[src/adc_ctl_pkg.sv]
// Shared constants for the converter output and serial control ends.
package adc_ctl_pkg;
	localparam int SAMPLE_BITS = 12;
	localparam int TRIM_BITS = 10;
	localparam int ADDR_BITS = 4;
	localparam int WORD_BITS = ADDR_BITS + SAMPLE_BITS;
	localparam int SYNC_STAGES = 3;
	localparam int SCLK_HALF = 4;
	localparam int PATTERN_LEN = 16;
	localparam int DECIM_FACTOR = 8;
	// Serial register addresses.
	localparam logic [3:0] ADDR_STATE = 4'h0;
	localparam logic [3:0] ADDR_GAIN = 4'h1;
	localparam logic [3:0] ADDR_OFFSET = 4'h2;
	localparam logic [3:0] ADDR_DELAY = 4'h3;
	localparam logic [3:0] ADDR_TEST = 4'h5;
	// State register bit positions.
	localparam int BIT_RATIO = 0;
	localparam int BIT_DELAY_EN = 1;
	localparam int BIT_TEST_EN = 2;
	localparam int BIT_DECIM = 3;
	localparam int BIT_EDGE = 4;
	localparam int BIT_BEHAV = 5;
	// Delay register fields.
	localparam int COARSE_LSB = 10;
	localparam int COARSE_MSB = 11;
	localparam int FINE_MSB = 9;
	// Defaults after reset or with the serial port off.
	localparam logic RST_RATIO = 1'b1;
	localparam logic RST_DELAY_EN_LOW = 1'b1;
	localparam logic RST_TEST_EN_LOW = 1'b1;
	localparam logic RST_DECIM_LOW = 1'b1;
	localparam logic RST_EDGE = 1'b0;
	localparam logic RST_BEHAV = 1'b0;
	localparam logic [9:0] RST_GAIN = 10'h200;
	localparam logic [9:0] RST_OFFSET = 10'h200;
	localparam logic [9:0] RST_FINE = 10'h000;
	localparam logic [1:0] RST_COARSE = 2'h2;
	// Output pattern kinds.
	localparam logic [1:0] KIND_ZERO = 2'h0;
	localparam logic [1:0] KIND_ONE = 2'h1;
	localparam logic [1:0] KIND_ALIGN = 2'h3;
endpackage : adc_ctl_pkg

[src/adc_link_if.sv]
// Pins between the converter end and its receiver and serial master.
`timescale 1ns/100ps
interface adc_link_if;
	logic [11:0] portA;
	logic [11:0] portB;
	logic parityBitPortA;
	logic parityBitPortB;
	logic sampleStrobeOut;
	logic syncIn;
	logic sclk;
	logic sdata;
	logic sldLow;
	logic cfgRstLow;
	logic serialEnLow;
	logic demuxRatioSel;
	logic testPatternEnLow;
	logic delayTuneEnLow;
	logic decimateBy8Low;
	modport dev (
		output portA, portB, parityBitPortA, parityBitPortB,
		output sampleStrobeOut,
		input syncIn, sclk, sdata, sldLow, cfgRstLow, serialEnLow,
		input demuxRatioSel, testPatternEnLow, delayTuneEnLow,
		input decimateBy8Low
	);
	modport host (
		input portA, portB, parityBitPortA, parityBitPortB,
		input sampleStrobeOut,
		output syncIn, sclk, sdata, sldLow, cfgRstLow, serialEnLow,
		output demuxRatioSel, testPatternEnLow, delayTuneEnLow,
		output decimateBy8Low
	);
endinterface : adc_link_if

[src/adc_output_ctl_dev.sv]
// Converter end: sample buffer, output ports, sync and serial settings.
`timescale 1ns/100ps
// Functional notes
// - Accept one new sample every clock edge.
// - Output words are 12 bits, bit 0 least.
// - Port update rate is clock over ratio.
// - Strobe toggles at half clock over ratio.
// - Receiver captures on both strobe edges.
// - One parity bit beside each port word.
// - Sync acts on one programmable edge.
// - Edge select 1 falling, 0 rising.
// - Behaviour select 1 trigger, 0 reset.
// - Serial port enabled when enable pin low.
// - Serial data shifted on serial clock rising.
// - Shift only while load enable held low.
// - Configuration reset restores all serial defaults.
// - Serial port on ignores the four mode pins; sync and config reset still act.
// - Serial port off holds defaults, uses pins.
// - Ratio select 1 two ports, 0 one.
// - Coarse delay codes map 0 to 90 ps.
// - Gain, offset, fine delay take 10 bits.
// - Pattern kind picks static or dynamic patterns.
// - Test pattern enable, active low, pin or serial.
// - Delay tune: pin fine only, serial both.
// - Decimate-by-8 mode from pin or serial.
module adc_output_ctl_dev #(
	parameter int BUF_DEPTH = 2,
	parameter int WIDTH = adc_ctl_pkg::SAMPLE_BITS
) (
	input wire logic clk,
	input wire logic rst_n,
	adc_link_if.dev link,
	input wire logic [WIDTH-1:0] sampleData,
	input wire logic sampleValid,
	output logic sampleReady,
	output logic [adc_ctl_pkg::TRIM_BITS-1:0] gainTrim,
	output logic [adc_ctl_pkg::TRIM_BITS-1:0] offsetTrim,
	output logic [adc_ctl_pkg::TRIM_BITS-1:0] delayFine,
	output logic [1:0] delayCoarse,
	output logic delayTuneOn,
	output logic trimFromPins,
	output logic syncResetPulse,
	output logic triggerPulse
);
	import adc_ctl_pkg::*;
	localparam int NPIN = 9;
	localparam int PW = $clog2(BUF_DEPTH);
	localparam int CW = $clog2(BUF_DEPTH + 1);
	// Idle level of each pin, in the order of pinRaw below.
	localparam logic [NPIN-1:0] PIN_IDLE = {RST_DECIM_LOW, RST_DELAY_EN_LOW,
		RST_TEST_EN_LOW, RST_RATIO, 1'b1, 1'b0, 1'b1, 1'b0, 1'b0};

	// Pin inputs pass three stages; a change counts once two agree.
	logic [NPIN-1:0] pinRaw;
	logic [NPIN-1:0] s1;
	logic [NPIN-1:0] s2;
	logic [NPIN-1:0] s3;
	logic [NPIN-1:0] pin;
	assign pinRaw = {link.decimateBy8Low, link.delayTuneEnLow,
		link.testPatternEnLow, link.demuxRatioSel, link.serialEnLow,
		link.syncIn, link.sldLow, link.sdata, link.sclk};
	// Stages reset to the idle level, so release shows no false edge.
	genvar gi;
	generate
		for (gi = 0; gi < NPIN; gi++) begin : g_sync
			always_ff @(posedge clk or negedge rst_n) begin
				if (!rst_n) begin
					s1[gi] <= PIN_IDLE[gi];
					s2[gi] <= PIN_IDLE[gi];
					s3[gi] <= PIN_IDLE[gi];
					pin[gi] <= PIN_IDLE[gi];
				end else begin
					s1[gi] <= pinRaw[gi];
					s2[gi] <= s1[gi];
					s3[gi] <= s2[gi];
					if (s2[gi] == s3[gi]) pin[gi] <= s3[gi];
				end
			end
		end
	endgenerate
	wire sclkIn = pin[0];
	wire sdataIn = pin[1];
	wire sldIn = pin[2];
	wire syncPin = pin[3];
	wire serialOn = !pin[4];
	logic sclkPrev;
	logic sldPrev;
	logic syncPrev;

	// Serial shift register; the config reset pin also clears settings.
	wire settingsRst_n = rst_n & link.cfgRstLow;
	logic [WORD_BITS-1:0] shiftReg;
	logic [4:0] bitCount;
	logic [5:0] stateReg;
	logic [9:0] regGain;
	logic [9:0] regOffset;
	logic [9:0] regFine;
	logic [1:0] regCoarse;
	logic [1:0] regKind;
	wire shiftEdge = sclkIn && !sclkPrev && !sldIn && serialOn;
	wire wordDone = sldIn && !sldPrev && bitCount == 5'(WORD_BITS);
	wire [3:0] wAddr = shiftReg[WORD_BITS-1 -: ADDR_BITS];
	wire [11:0] wData = shiftReg[SAMPLE_BITS-1:0];
	always_ff @(posedge clk or negedge settingsRst_n) begin
		if (!settingsRst_n) begin
			shiftReg <= '0;
			bitCount <= '0;
		end else if (shiftEdge) begin
			shiftReg <= {shiftReg[WORD_BITS-2:0], sdataIn};
			if (bitCount != 5'h1f) bitCount <= bitCount + 5'h1;
		end else if (sldIn) begin
			bitCount <= '0;
		end
	end

	// Settings commit on load enable release; serial off forces defaults.
	always_ff @(posedge clk or negedge settingsRst_n) begin
		if (!settingsRst_n) begin
			stateReg <= {RST_BEHAV, RST_EDGE, RST_DECIM_LOW,
				RST_TEST_EN_LOW, RST_DELAY_EN_LOW, RST_RATIO};
			regGain <= RST_GAIN;
			regOffset <= RST_OFFSET;
			regFine <= RST_FINE;
			regCoarse <= RST_COARSE;
			regKind <= KIND_ALIGN;
		end else if (!serialOn) begin
			stateReg <= {RST_BEHAV, RST_EDGE, RST_DECIM_LOW,
				RST_TEST_EN_LOW, RST_DELAY_EN_LOW, RST_RATIO};
			regGain <= RST_GAIN;
			regOffset <= RST_OFFSET;
			regFine <= RST_FINE;
			regCoarse <= RST_COARSE;
			regKind <= KIND_ALIGN;
		end else if (wordDone) begin
			if (wAddr == ADDR_STATE) stateReg <= wData[5:0];
			if (wAddr == ADDR_GAIN) regGain <= wData[FINE_MSB:0];
			if (wAddr == ADDR_OFFSET) regOffset <= wData[FINE_MSB:0];
			if (wAddr == ADDR_DELAY) begin
				regFine <= wData[FINE_MSB:0];
				regCoarse <= wData[COARSE_MSB:COARSE_LSB];
			end
			if (wAddr == ADDR_TEST) regKind <= wData[1:0];
		end
	end

	// Effective settings: serial values win while the port is on.
	wire twoPort = serialOn ? stateReg[BIT_RATIO] : pin[5];
	wire testOn = !(serialOn ? stateReg[BIT_TEST_EN] : pin[6]);
	wire decimOn = !(serialOn ? stateReg[BIT_DECIM] : pin[8]);
	wire tuneOn = !(serialOn ? stateReg[BIT_DELAY_EN] : pin[7]);
	// Static patterns only reachable serially.
	wire [1:0] kind = serialOn ? regKind : KIND_ALIGN;
	wire edgeFall = stateReg[BIT_EDGE];
	wire syncEdge = edgeFall ? (syncPrev && !syncPin)
		: (!syncPrev && syncPin);
	wire syncReset = syncEdge && !stateReg[BIT_BEHAV];

	// Two-entry buffer; the source stalls on sampleReady when full.
	logic [WIDTH-1:0] bufMem [BUF_DEPTH];
	logic [PW-1:0] wrPtr;
	logic [PW-1:0] rdPtr;
	logic [CW-1:0] count;
	wire push = sampleValid && sampleReady;
	wire pop = count != '0;
	wire [CW-1:0] next_count = count + CW'(push) - CW'(pop);
	wire [WIDTH-1:0] word = bufMem[rdPtr];
	always_ff @(posedge clk or negedge rst_n) begin
		if (!rst_n) begin
			wrPtr <= '0;
			rdPtr <= '0;
			count <= '0;
			sampleReady <= 1'b1;
		end else begin
			if (push) wrPtr <= PW'((wrPtr + 1'b1) % BUF_DEPTH);
			if (pop) rdPtr <= PW'((rdPtr + 1'b1) % BUF_DEPTH);
			count <= next_count;
			sampleReady <= next_count < CW'(BUF_DEPTH);
		end
	end
	always_ff @(posedge clk) begin
		if (push) bufMem[wrPtr] <= sampleData;
	end

	// Output assembly: decimation, pairing and test patterns.
	logic [2:0] decCnt;
	logic half;
	logic [3:0] patCnt;
	logic [WIDTH-1:0] holdA;
	wire keep = pop && (!decimOn || decCnt == '0);
	wire pairDone = !twoPort || half;
	logic patBit;
	always_comb begin
		unique case (patCnt[3:2])
			2'h0: patBit = 1'b0;
			2'h1: patBit = patCnt[1];
			2'h2: patBit = patCnt[0];
			default: patBit = ~patCnt[0];
		endcase
	end
	wire patOut = kind == KIND_ONE ? 1'b1
		: kind == KIND_ZERO ? 1'b0 : patBit;
	wire [WIDTH-1:0] patWord = {WIDTH{patOut}};
	wire [WIDTH-1:0] outA = testOn ? patWord : (twoPort ? holdA : word);
	wire [WIDTH-1:0] outB = testOn ? patWord : word;
	always_ff @(posedge clk or negedge rst_n) begin
		if (!rst_n) begin
			decCnt <= '0;
			half <= 1'b0;
			patCnt <= '0;
			holdA <= '0;
			link.portA <= '0;
			link.portB <= '0;
			link.parityBitPortA <= 1'b0;
			link.parityBitPortB <= 1'b0;
			link.sampleStrobeOut <= 1'b0;
		end else if (syncReset) begin
			decCnt <= '0;
			half <= 1'b0;
			patCnt <= '0;
			link.sampleStrobeOut <= 1'b0;
		end else begin
			if (pop) decCnt <= decCnt + 3'h1;
			if (keep && !pairDone) begin
				holdA <= word;
				half <= 1'b1;
			end else if (keep) begin
				half <= 1'b0;
				patCnt <= patCnt + 4'h1;
				link.portA <= outA;
				// Parity is the xor of the word; pattern copies its bit.
				link.parityBitPortA <= testOn ? patOut : ^outA;
				if (twoPort) begin
					link.portB <= outB;
					link.parityBitPortB <= testOn ? patOut : ^outB;
				end
				link.sampleStrobeOut <= !link.sampleStrobeOut;
			end
		end
	end

	// Edge history, trim outputs and sync pulses.
	always_ff @(posedge clk or negedge rst_n) begin
		if (!rst_n) begin
			sclkPrev <= 1'b0;
			sldPrev <= 1'b1;
			syncPrev <= 1'b0;
			gainTrim <= RST_GAIN;
			offsetTrim <= RST_OFFSET;
			delayFine <= RST_FINE;
			delayCoarse <= RST_COARSE;
			delayTuneOn <= 1'b0;
			trimFromPins <= 1'b1;
			syncResetPulse <= 1'b0;
			triggerPulse <= 1'b0;
		end else begin
			sclkPrev <= sclkIn;
			sldPrev <= sldIn;
			syncPrev <= syncPin;
			gainTrim <= regGain;
			offsetTrim <= regOffset;
			delayFine <= regFine;
			delayCoarse <= regCoarse;
			delayTuneOn <= tuneOn;
			trimFromPins <= !serialOn;
			syncResetPulse <= syncReset;
			triggerPulse <= syncEdge && stateReg[BIT_BEHAV];
		end
	end
endmodule : adc_output_ctl_dev

[src/flat_wrapper.sv]
// flat-port wrapper written by rule: the top's interface ports become plain ports
module adc_output_ctl_dev_flat import adc_ctl_pkg::*;
#(
	parameter int BUF_DEPTH = 2,
	parameter int WIDTH = adc_ctl_pkg::SAMPLE_BITS
)
  (clk, rst_n, sampleData, sampleValid, sampleReady, gainTrim, offsetTrim, delayFine, delayCoarse, delayTuneOn, trimFromPins, syncResetPulse, triggerPulse, link_portA, link_portB, link_parityBitPortA, link_parityBitPortB, link_sampleStrobeOut, link_syncIn, link_sclk, link_sdata, link_sldLow, link_cfgRstLow, link_serialEnLow, link_demuxRatioSel, link_testPatternEnLow, link_delayTuneEnLow, link_decimateBy8Low);
  adc_link_if link_i ();
  input wire logic clk;
  input wire logic rst_n;
  input wire logic [WIDTH-1:0] sampleData;
  input wire logic sampleValid;
  output logic sampleReady;
  output logic [adc_ctl_pkg::TRIM_BITS-1:0] gainTrim;
  output logic [adc_ctl_pkg::TRIM_BITS-1:0] offsetTrim;
  output logic [adc_ctl_pkg::TRIM_BITS-1:0] delayFine;
  output logic [1:0] delayCoarse;
  output logic delayTuneOn;
  output logic trimFromPins;
  output logic syncResetPulse;
  output logic triggerPulse;
  output wire logic [$bits(link_i.portA)-1:0] link_portA;
  output wire logic [$bits(link_i.portB)-1:0] link_portB;
  output wire logic [$bits(link_i.parityBitPortA)-1:0] link_parityBitPortA;
  output wire logic [$bits(link_i.parityBitPortB)-1:0] link_parityBitPortB;
  output wire logic [$bits(link_i.sampleStrobeOut)-1:0] link_sampleStrobeOut;
  input wire logic [$bits(link_i.syncIn)-1:0] link_syncIn;
  input wire logic [$bits(link_i.sclk)-1:0] link_sclk;
  input wire logic [$bits(link_i.sdata)-1:0] link_sdata;
  input wire logic [$bits(link_i.sldLow)-1:0] link_sldLow;
  input wire logic [$bits(link_i.cfgRstLow)-1:0] link_cfgRstLow;
  input wire logic [$bits(link_i.serialEnLow)-1:0] link_serialEnLow;
  input wire logic [$bits(link_i.demuxRatioSel)-1:0] link_demuxRatioSel;
  input wire logic [$bits(link_i.testPatternEnLow)-1:0] link_testPatternEnLow;
  input wire logic [$bits(link_i.delayTuneEnLow)-1:0] link_delayTuneEnLow;
  input wire logic [$bits(link_i.decimateBy8Low)-1:0] link_decimateBy8Low;
  assign link_portA = link_i.portA;
  assign link_portB = link_i.portB;
  assign link_parityBitPortA = link_i.parityBitPortA;
  assign link_parityBitPortB = link_i.parityBitPortB;
  assign link_sampleStrobeOut = link_i.sampleStrobeOut;
  assign link_i.syncIn = link_syncIn;
  assign link_i.sclk = link_sclk;
  assign link_i.sdata = link_sdata;
  assign link_i.sldLow = link_sldLow;
  assign link_i.cfgRstLow = link_cfgRstLow;
  assign link_i.serialEnLow = link_serialEnLow;
  assign link_i.demuxRatioSel = link_demuxRatioSel;
  assign link_i.testPatternEnLow = link_testPatternEnLow;
  assign link_i.delayTuneEnLow = link_delayTuneEnLow;
  assign link_i.decimateBy8Low = link_decimateBy8Low;
  adc_output_ctl_dev #(.BUF_DEPTH(BUF_DEPTH), .WIDTH(WIDTH)) u_core (.clk(clk), .rst_n(rst_n), .link(link_i), .sampleData(sampleData), .sampleValid(sampleValid), .sampleReady(sampleReady), .gainTrim(gainTrim), .offsetTrim(offsetTrim), .delayFine(delayFine), .delayCoarse(delayCoarse), .delayTuneOn(delayTuneOn), .trimFromPins(trimFromPins), .syncResetPulse(syncResetPulse), .triggerPulse(triggerPulse));
endmodule
[config.mk]
export PLATFORM = sky130hd
export DESIGN_NAME = adc_output_ctl_dev_flat
export DESIGN_NICKNAME = d
export VERILOG_FILES = /design/src/adc_ctl_pkg.sv /design/src/adc_link_if.sv /design/src/adc_output_ctl_dev.sv /design/src/flat_wrapper.sv
export SDC_FILE = /design/constraint.sdc
export NUM_CORES = 1
export LEC_CHECK = 0
export BUFFER_PORTS_ARGS = -buffer_cell sky130_fd_sc_hd__buf_2
export CAP_MARGIN = 20
export CELL_PAD_IN_SITES_DETAIL_PLACEMENT = 1
export CELL_PAD_IN_SITES_GLOBAL_PLACEMENT = 1
export CORE_MARGIN = 10
export CORE_UTILIZATION = 30
export CTS_CLUSTER_DIAMETER = 150
export DETAILED_ROUTE_END_ITERATION = 8
export GPL_ROUTABILITY_DRIVEN = 0
export PLACE_DENSITY_LB_ADDON = 0.3
export SYNTH_ARGS = -nofsm -noshare
export SYNTH_HDL_FRONTEND = slang
export SYNTH_SLANG_ARGS = --single-unit
[constraint.sdc]
create_clock -name clk -period 3.2 [get_ports clk]
set_clock_uncertainty 0.2 [all_clocks]
set_input_delay 0.64 -clock clk [delete_from_list [all_inputs] [get_ports clk]]
set_output_delay 0.64 -clock clk [all_outputs]
set_load 0.005 [all_outputs]
==> results.py <==
metrics = {
    "pwr": {
        "peakVddDrop_uv": 421.4,
        "p_per_area_mw_per_mm2": 810.6,
        "finalPower_uw": 8150,
        "p_leak_uw": 0.004695,
    },
    "timing": {
        "drv_slew": 0,
        "slew-limit-headroom_pct": 49.08,
        "setup-tns-final_ns": 0,
        "hold_viol": 0,
        "tightest_slew_ns": 0.7637,
        "finalCritPeriodShare_pct": 79.82,
        "timing.fmax_mhz": 391.5,
        "setup_ws_ns": 0.6458,
        "min_period_ns": 2.554,
        "setup_viol": 0,
        "rsz0062_at_grt": "false",
    },
    "clock_network": {
        "cts_buffers": 24,
        "clk_pin_slew_ns": 0.06,
        "cts_hold_buf": 3,
        "clockBufferDepth": 3,
        "cts_setup_buffers": 0,
        "htreeDepth": 1,
        "cts_tree": "done",
        "ctsRootBufferMaster": "clkbuf_16",
        "clock_latency_ns": 0.52,
        "cts-resized-gates": 0,
        "cts_sinks": 212,
    },
    "synth": {
        "seq_area_frac_synth_pct": 65.45,
        "synth_commonest_cells": "149 x dfrtp_1, 93 x nor2_1, 57 x a21oi_1",
        "synth_top_cell_by_area": "dfrtp_1",
        "syn-num-nets": 683,
        "netlist_area_mm2": 0.008363,
        "synth.avg_cell_area_um2": 12.85,
        "synthFlopType": "dfrtp_1",
        "ys_types": 44,
        "yosysMostFrequentCell": "dfrtp_1",
        "async_reset_ff_share_pct": 88.68,
        "synthCells": 651,
        "ys_warn_count": 0,
        "synth-seq-cells": 212,
        "synth.area.top_cells": "dfrtp_1 45%, dfstp_2 12%, edfxtp_1 8.6%",
        "synth-edff-count": 24,
        "synth_top_area_share_pct": 44.58,
    },
    "place": {
        "dpl.hpwl_um": 12880,
        "place_inst": 1099,
        "port_buffers": 88,
        "place_ws_ns": 0.6875,
    },
    "global_route": {
        "globalRouteOverflowTotal": 0,
        "antenna_found_initial": 0,
        "grt_usage_pct": 10.91,
        "grt_max_degree": 128,
        "grt_first_pass_wirelength_um": 31350,
        "grt_pass1_vias": 5484,
    },
    "worst_setup_path": {
        "crit_type": "register to register",
        "start_kind": "register",
        "end_kind": "register",
        "r2r-end": "u_core.regOffset[1]$_DFFE_PN0P_",
        "r2r-start": "u_core.bitCount[3]$_DFFE_PN0P_",
        "worst-path-max-fanout": 11,
        "crit_required_ns": 3.38,
        "arrival_ns": 2.73,
        "worstRegToRegCells": 6,
        "crit_end": "u_core.regOffset[1]$_DFFE_PN0P_",
        "crit_start": "u_core.bitCount[3]$_DFFE_PN0P_",
        "reg2reg_slack_ns": 0.65,
    },
    "routing": {
        "antenna_left": 0,
        "drtIter0Drc": 329,
        "dr.pass1.iters": 4,
        "post_drt_via_cell_ratio": 4.426,
        "dr_total_vias": 5068,
        "post-route-drc-count": 0,
        "drt_wl_total_um": 19140,
        "drt-wirelength-per-cell_um": 16.72,
    },
    "final_layout": {
        "fin_nets": 782,
        "diodes": 0,
        "finalCoreUtilization_pct": 36.39,
        "area_delta_synth_final_pct": 20.23,
        "stdcell_count": 1145,
        "layout-drive-gt1-share_pct": 28.03,
        "n_fill_cell": 3023,
    },
    "run": {
        "max-cap-violations": 0,
    },
    "worst_hold_path": {
        "whs_path_depth": 1,
        "holdCritPathClass": "primary input to register",
    },
    "floorplanning": {
        "dieArea_mm2": 0.03496,
        "core_region_area_mm2": 0.02763,
        "rows": 61,
        "start_util_pct": 30.27,
        "die_y_um": 187.0,
        "die_w_um": 187.0,
        "pin_count": 89,
    },
    "run_status": {
        "outcome": "finished clean",
    },
}
placed cells by master, fill, tap and decap left out, drive strengths merged, types with 3 or more instances in the layout:
cell type	count
mux2	19
xnor2	25
dfrtp	149
ha	7
clkinv	4
nand2	33
buf	99
nand2b	4
maj3	9
and3	9
clkbuf	34
nor2	94
xor2	12
dfstp	39
inv	12
mux2i	51
bufinv	4
a211o	9
edfxtp	24
o21ai	22
a21oi	66
dlygate4sd3	3
nor2b	16
o22ai	4
flip-flops by register name, indices dropped and copies added (netlist names), 9 cells and up:
register,count
u_core.link.portA,12
u_core.s2,9
u_core.regGain,10
u_core.gainTrim,10
u_core.holdA,12
u_core.bufMem,24
u_core.regFine,10
u_core.s1,9
u_core.link.portB,12
u_core.s3,9
u_core.shiftReg,16
u_core.regOffset,10
u_core.offsetTrim,10
u_core.delayFine,10
metrics by stage:
step | cell area [um^2] | hold slack (ns)
after global routing | 10050 | 0.007873
after CTS | 10050 | 0.005086
after global placement | 9204 | 0.1347
after detailed placement | 9204 | 0.1426
final | 10050 | 0.02948
after floorplan | 8363 | 0.1312
per-layer routing:
metal  share of wire [%]  track usage [%]  vias to the layer above  routed length, um
met2                  50            18.57                       90               9512
met5                   0                0                        -                  0
met3                 3.7            2.256                       36                711
met4                 2.2            3.071                        0                423
li1                    -                -                     2409                  -
met1                  44            13.72                     2533               8494
kinds of logic after synthesis:
group / after synthesis / share of synthesized area, %
AOI/OAI and AO/OA: 103 / 7.406
muxes: 70 / 8.707
buffers and inverters: 41 / 2.678
xor gates and xnor gates: 37 / 3.875
DFF: 212 / 65.45
adders and majority gates: 16 / 2.124
and+or+nand+nor: 172 / 9.754
critical path, cell delays in order (launching register included):
cell,delay [ns]
dfrtp_1,0.40
nor4b_1,0.35
nand4b_1,0.22
nor2_4,0.24
nand3b_1,0.55
mux2i_1,0.37
nor2_1,0.07
worst min path at each step:
stage,startpoint,to
after global placement,u_core.s1[0]$_DFF_PN0_,u_core.s2[0]$_DFF_PN0_
after CTS,link_syncIn,u_core.s1[3]$_DFF_PN0_
after detailed placement,u_core.s1[1]$_DFF_PN0_,u_core.s2[1]$_DFF_PN0_
after global routing,link_syncIn,u_core.s1[3]$_DFF_PN0_
after floorplan,u_core.s1[0]$_DFF_PN0_,u_core.s2[0]$_DFF_PN0_
final,link_syncIn,u_core.s1[3]$_DFF_PN0_
power breakdown:
| part | total (uW) | internal (uW) | switching (uW) |
|---|---|---|---|
| Combinational | 1780 | 813 | 965 |
| Clock | 2830 | 1760 | 1070 |
| Sequential | 3540 | 3180 | 369 |
| Total | 8150 | 5750 | 2400 |
final cells by class:
class / instances / area, um^2 / share of cell area, %
Clock inverter: 9 / 162.7 / 1.618
Multi-Input combinational cell: 398 / 2670 / 26.56
Clock buffer: 34 / 658.1 / 6.546
Sequential cell: 212 / 5474 / 54.44
Tap cell: 378 / 473.0 / 4.704
Timing Repair Buffer: 102 / 571.8 / 5.687
Inverter: 12 / 45.04 / 0.4480
Note: power is estimated with default switching activity, not from simulation.
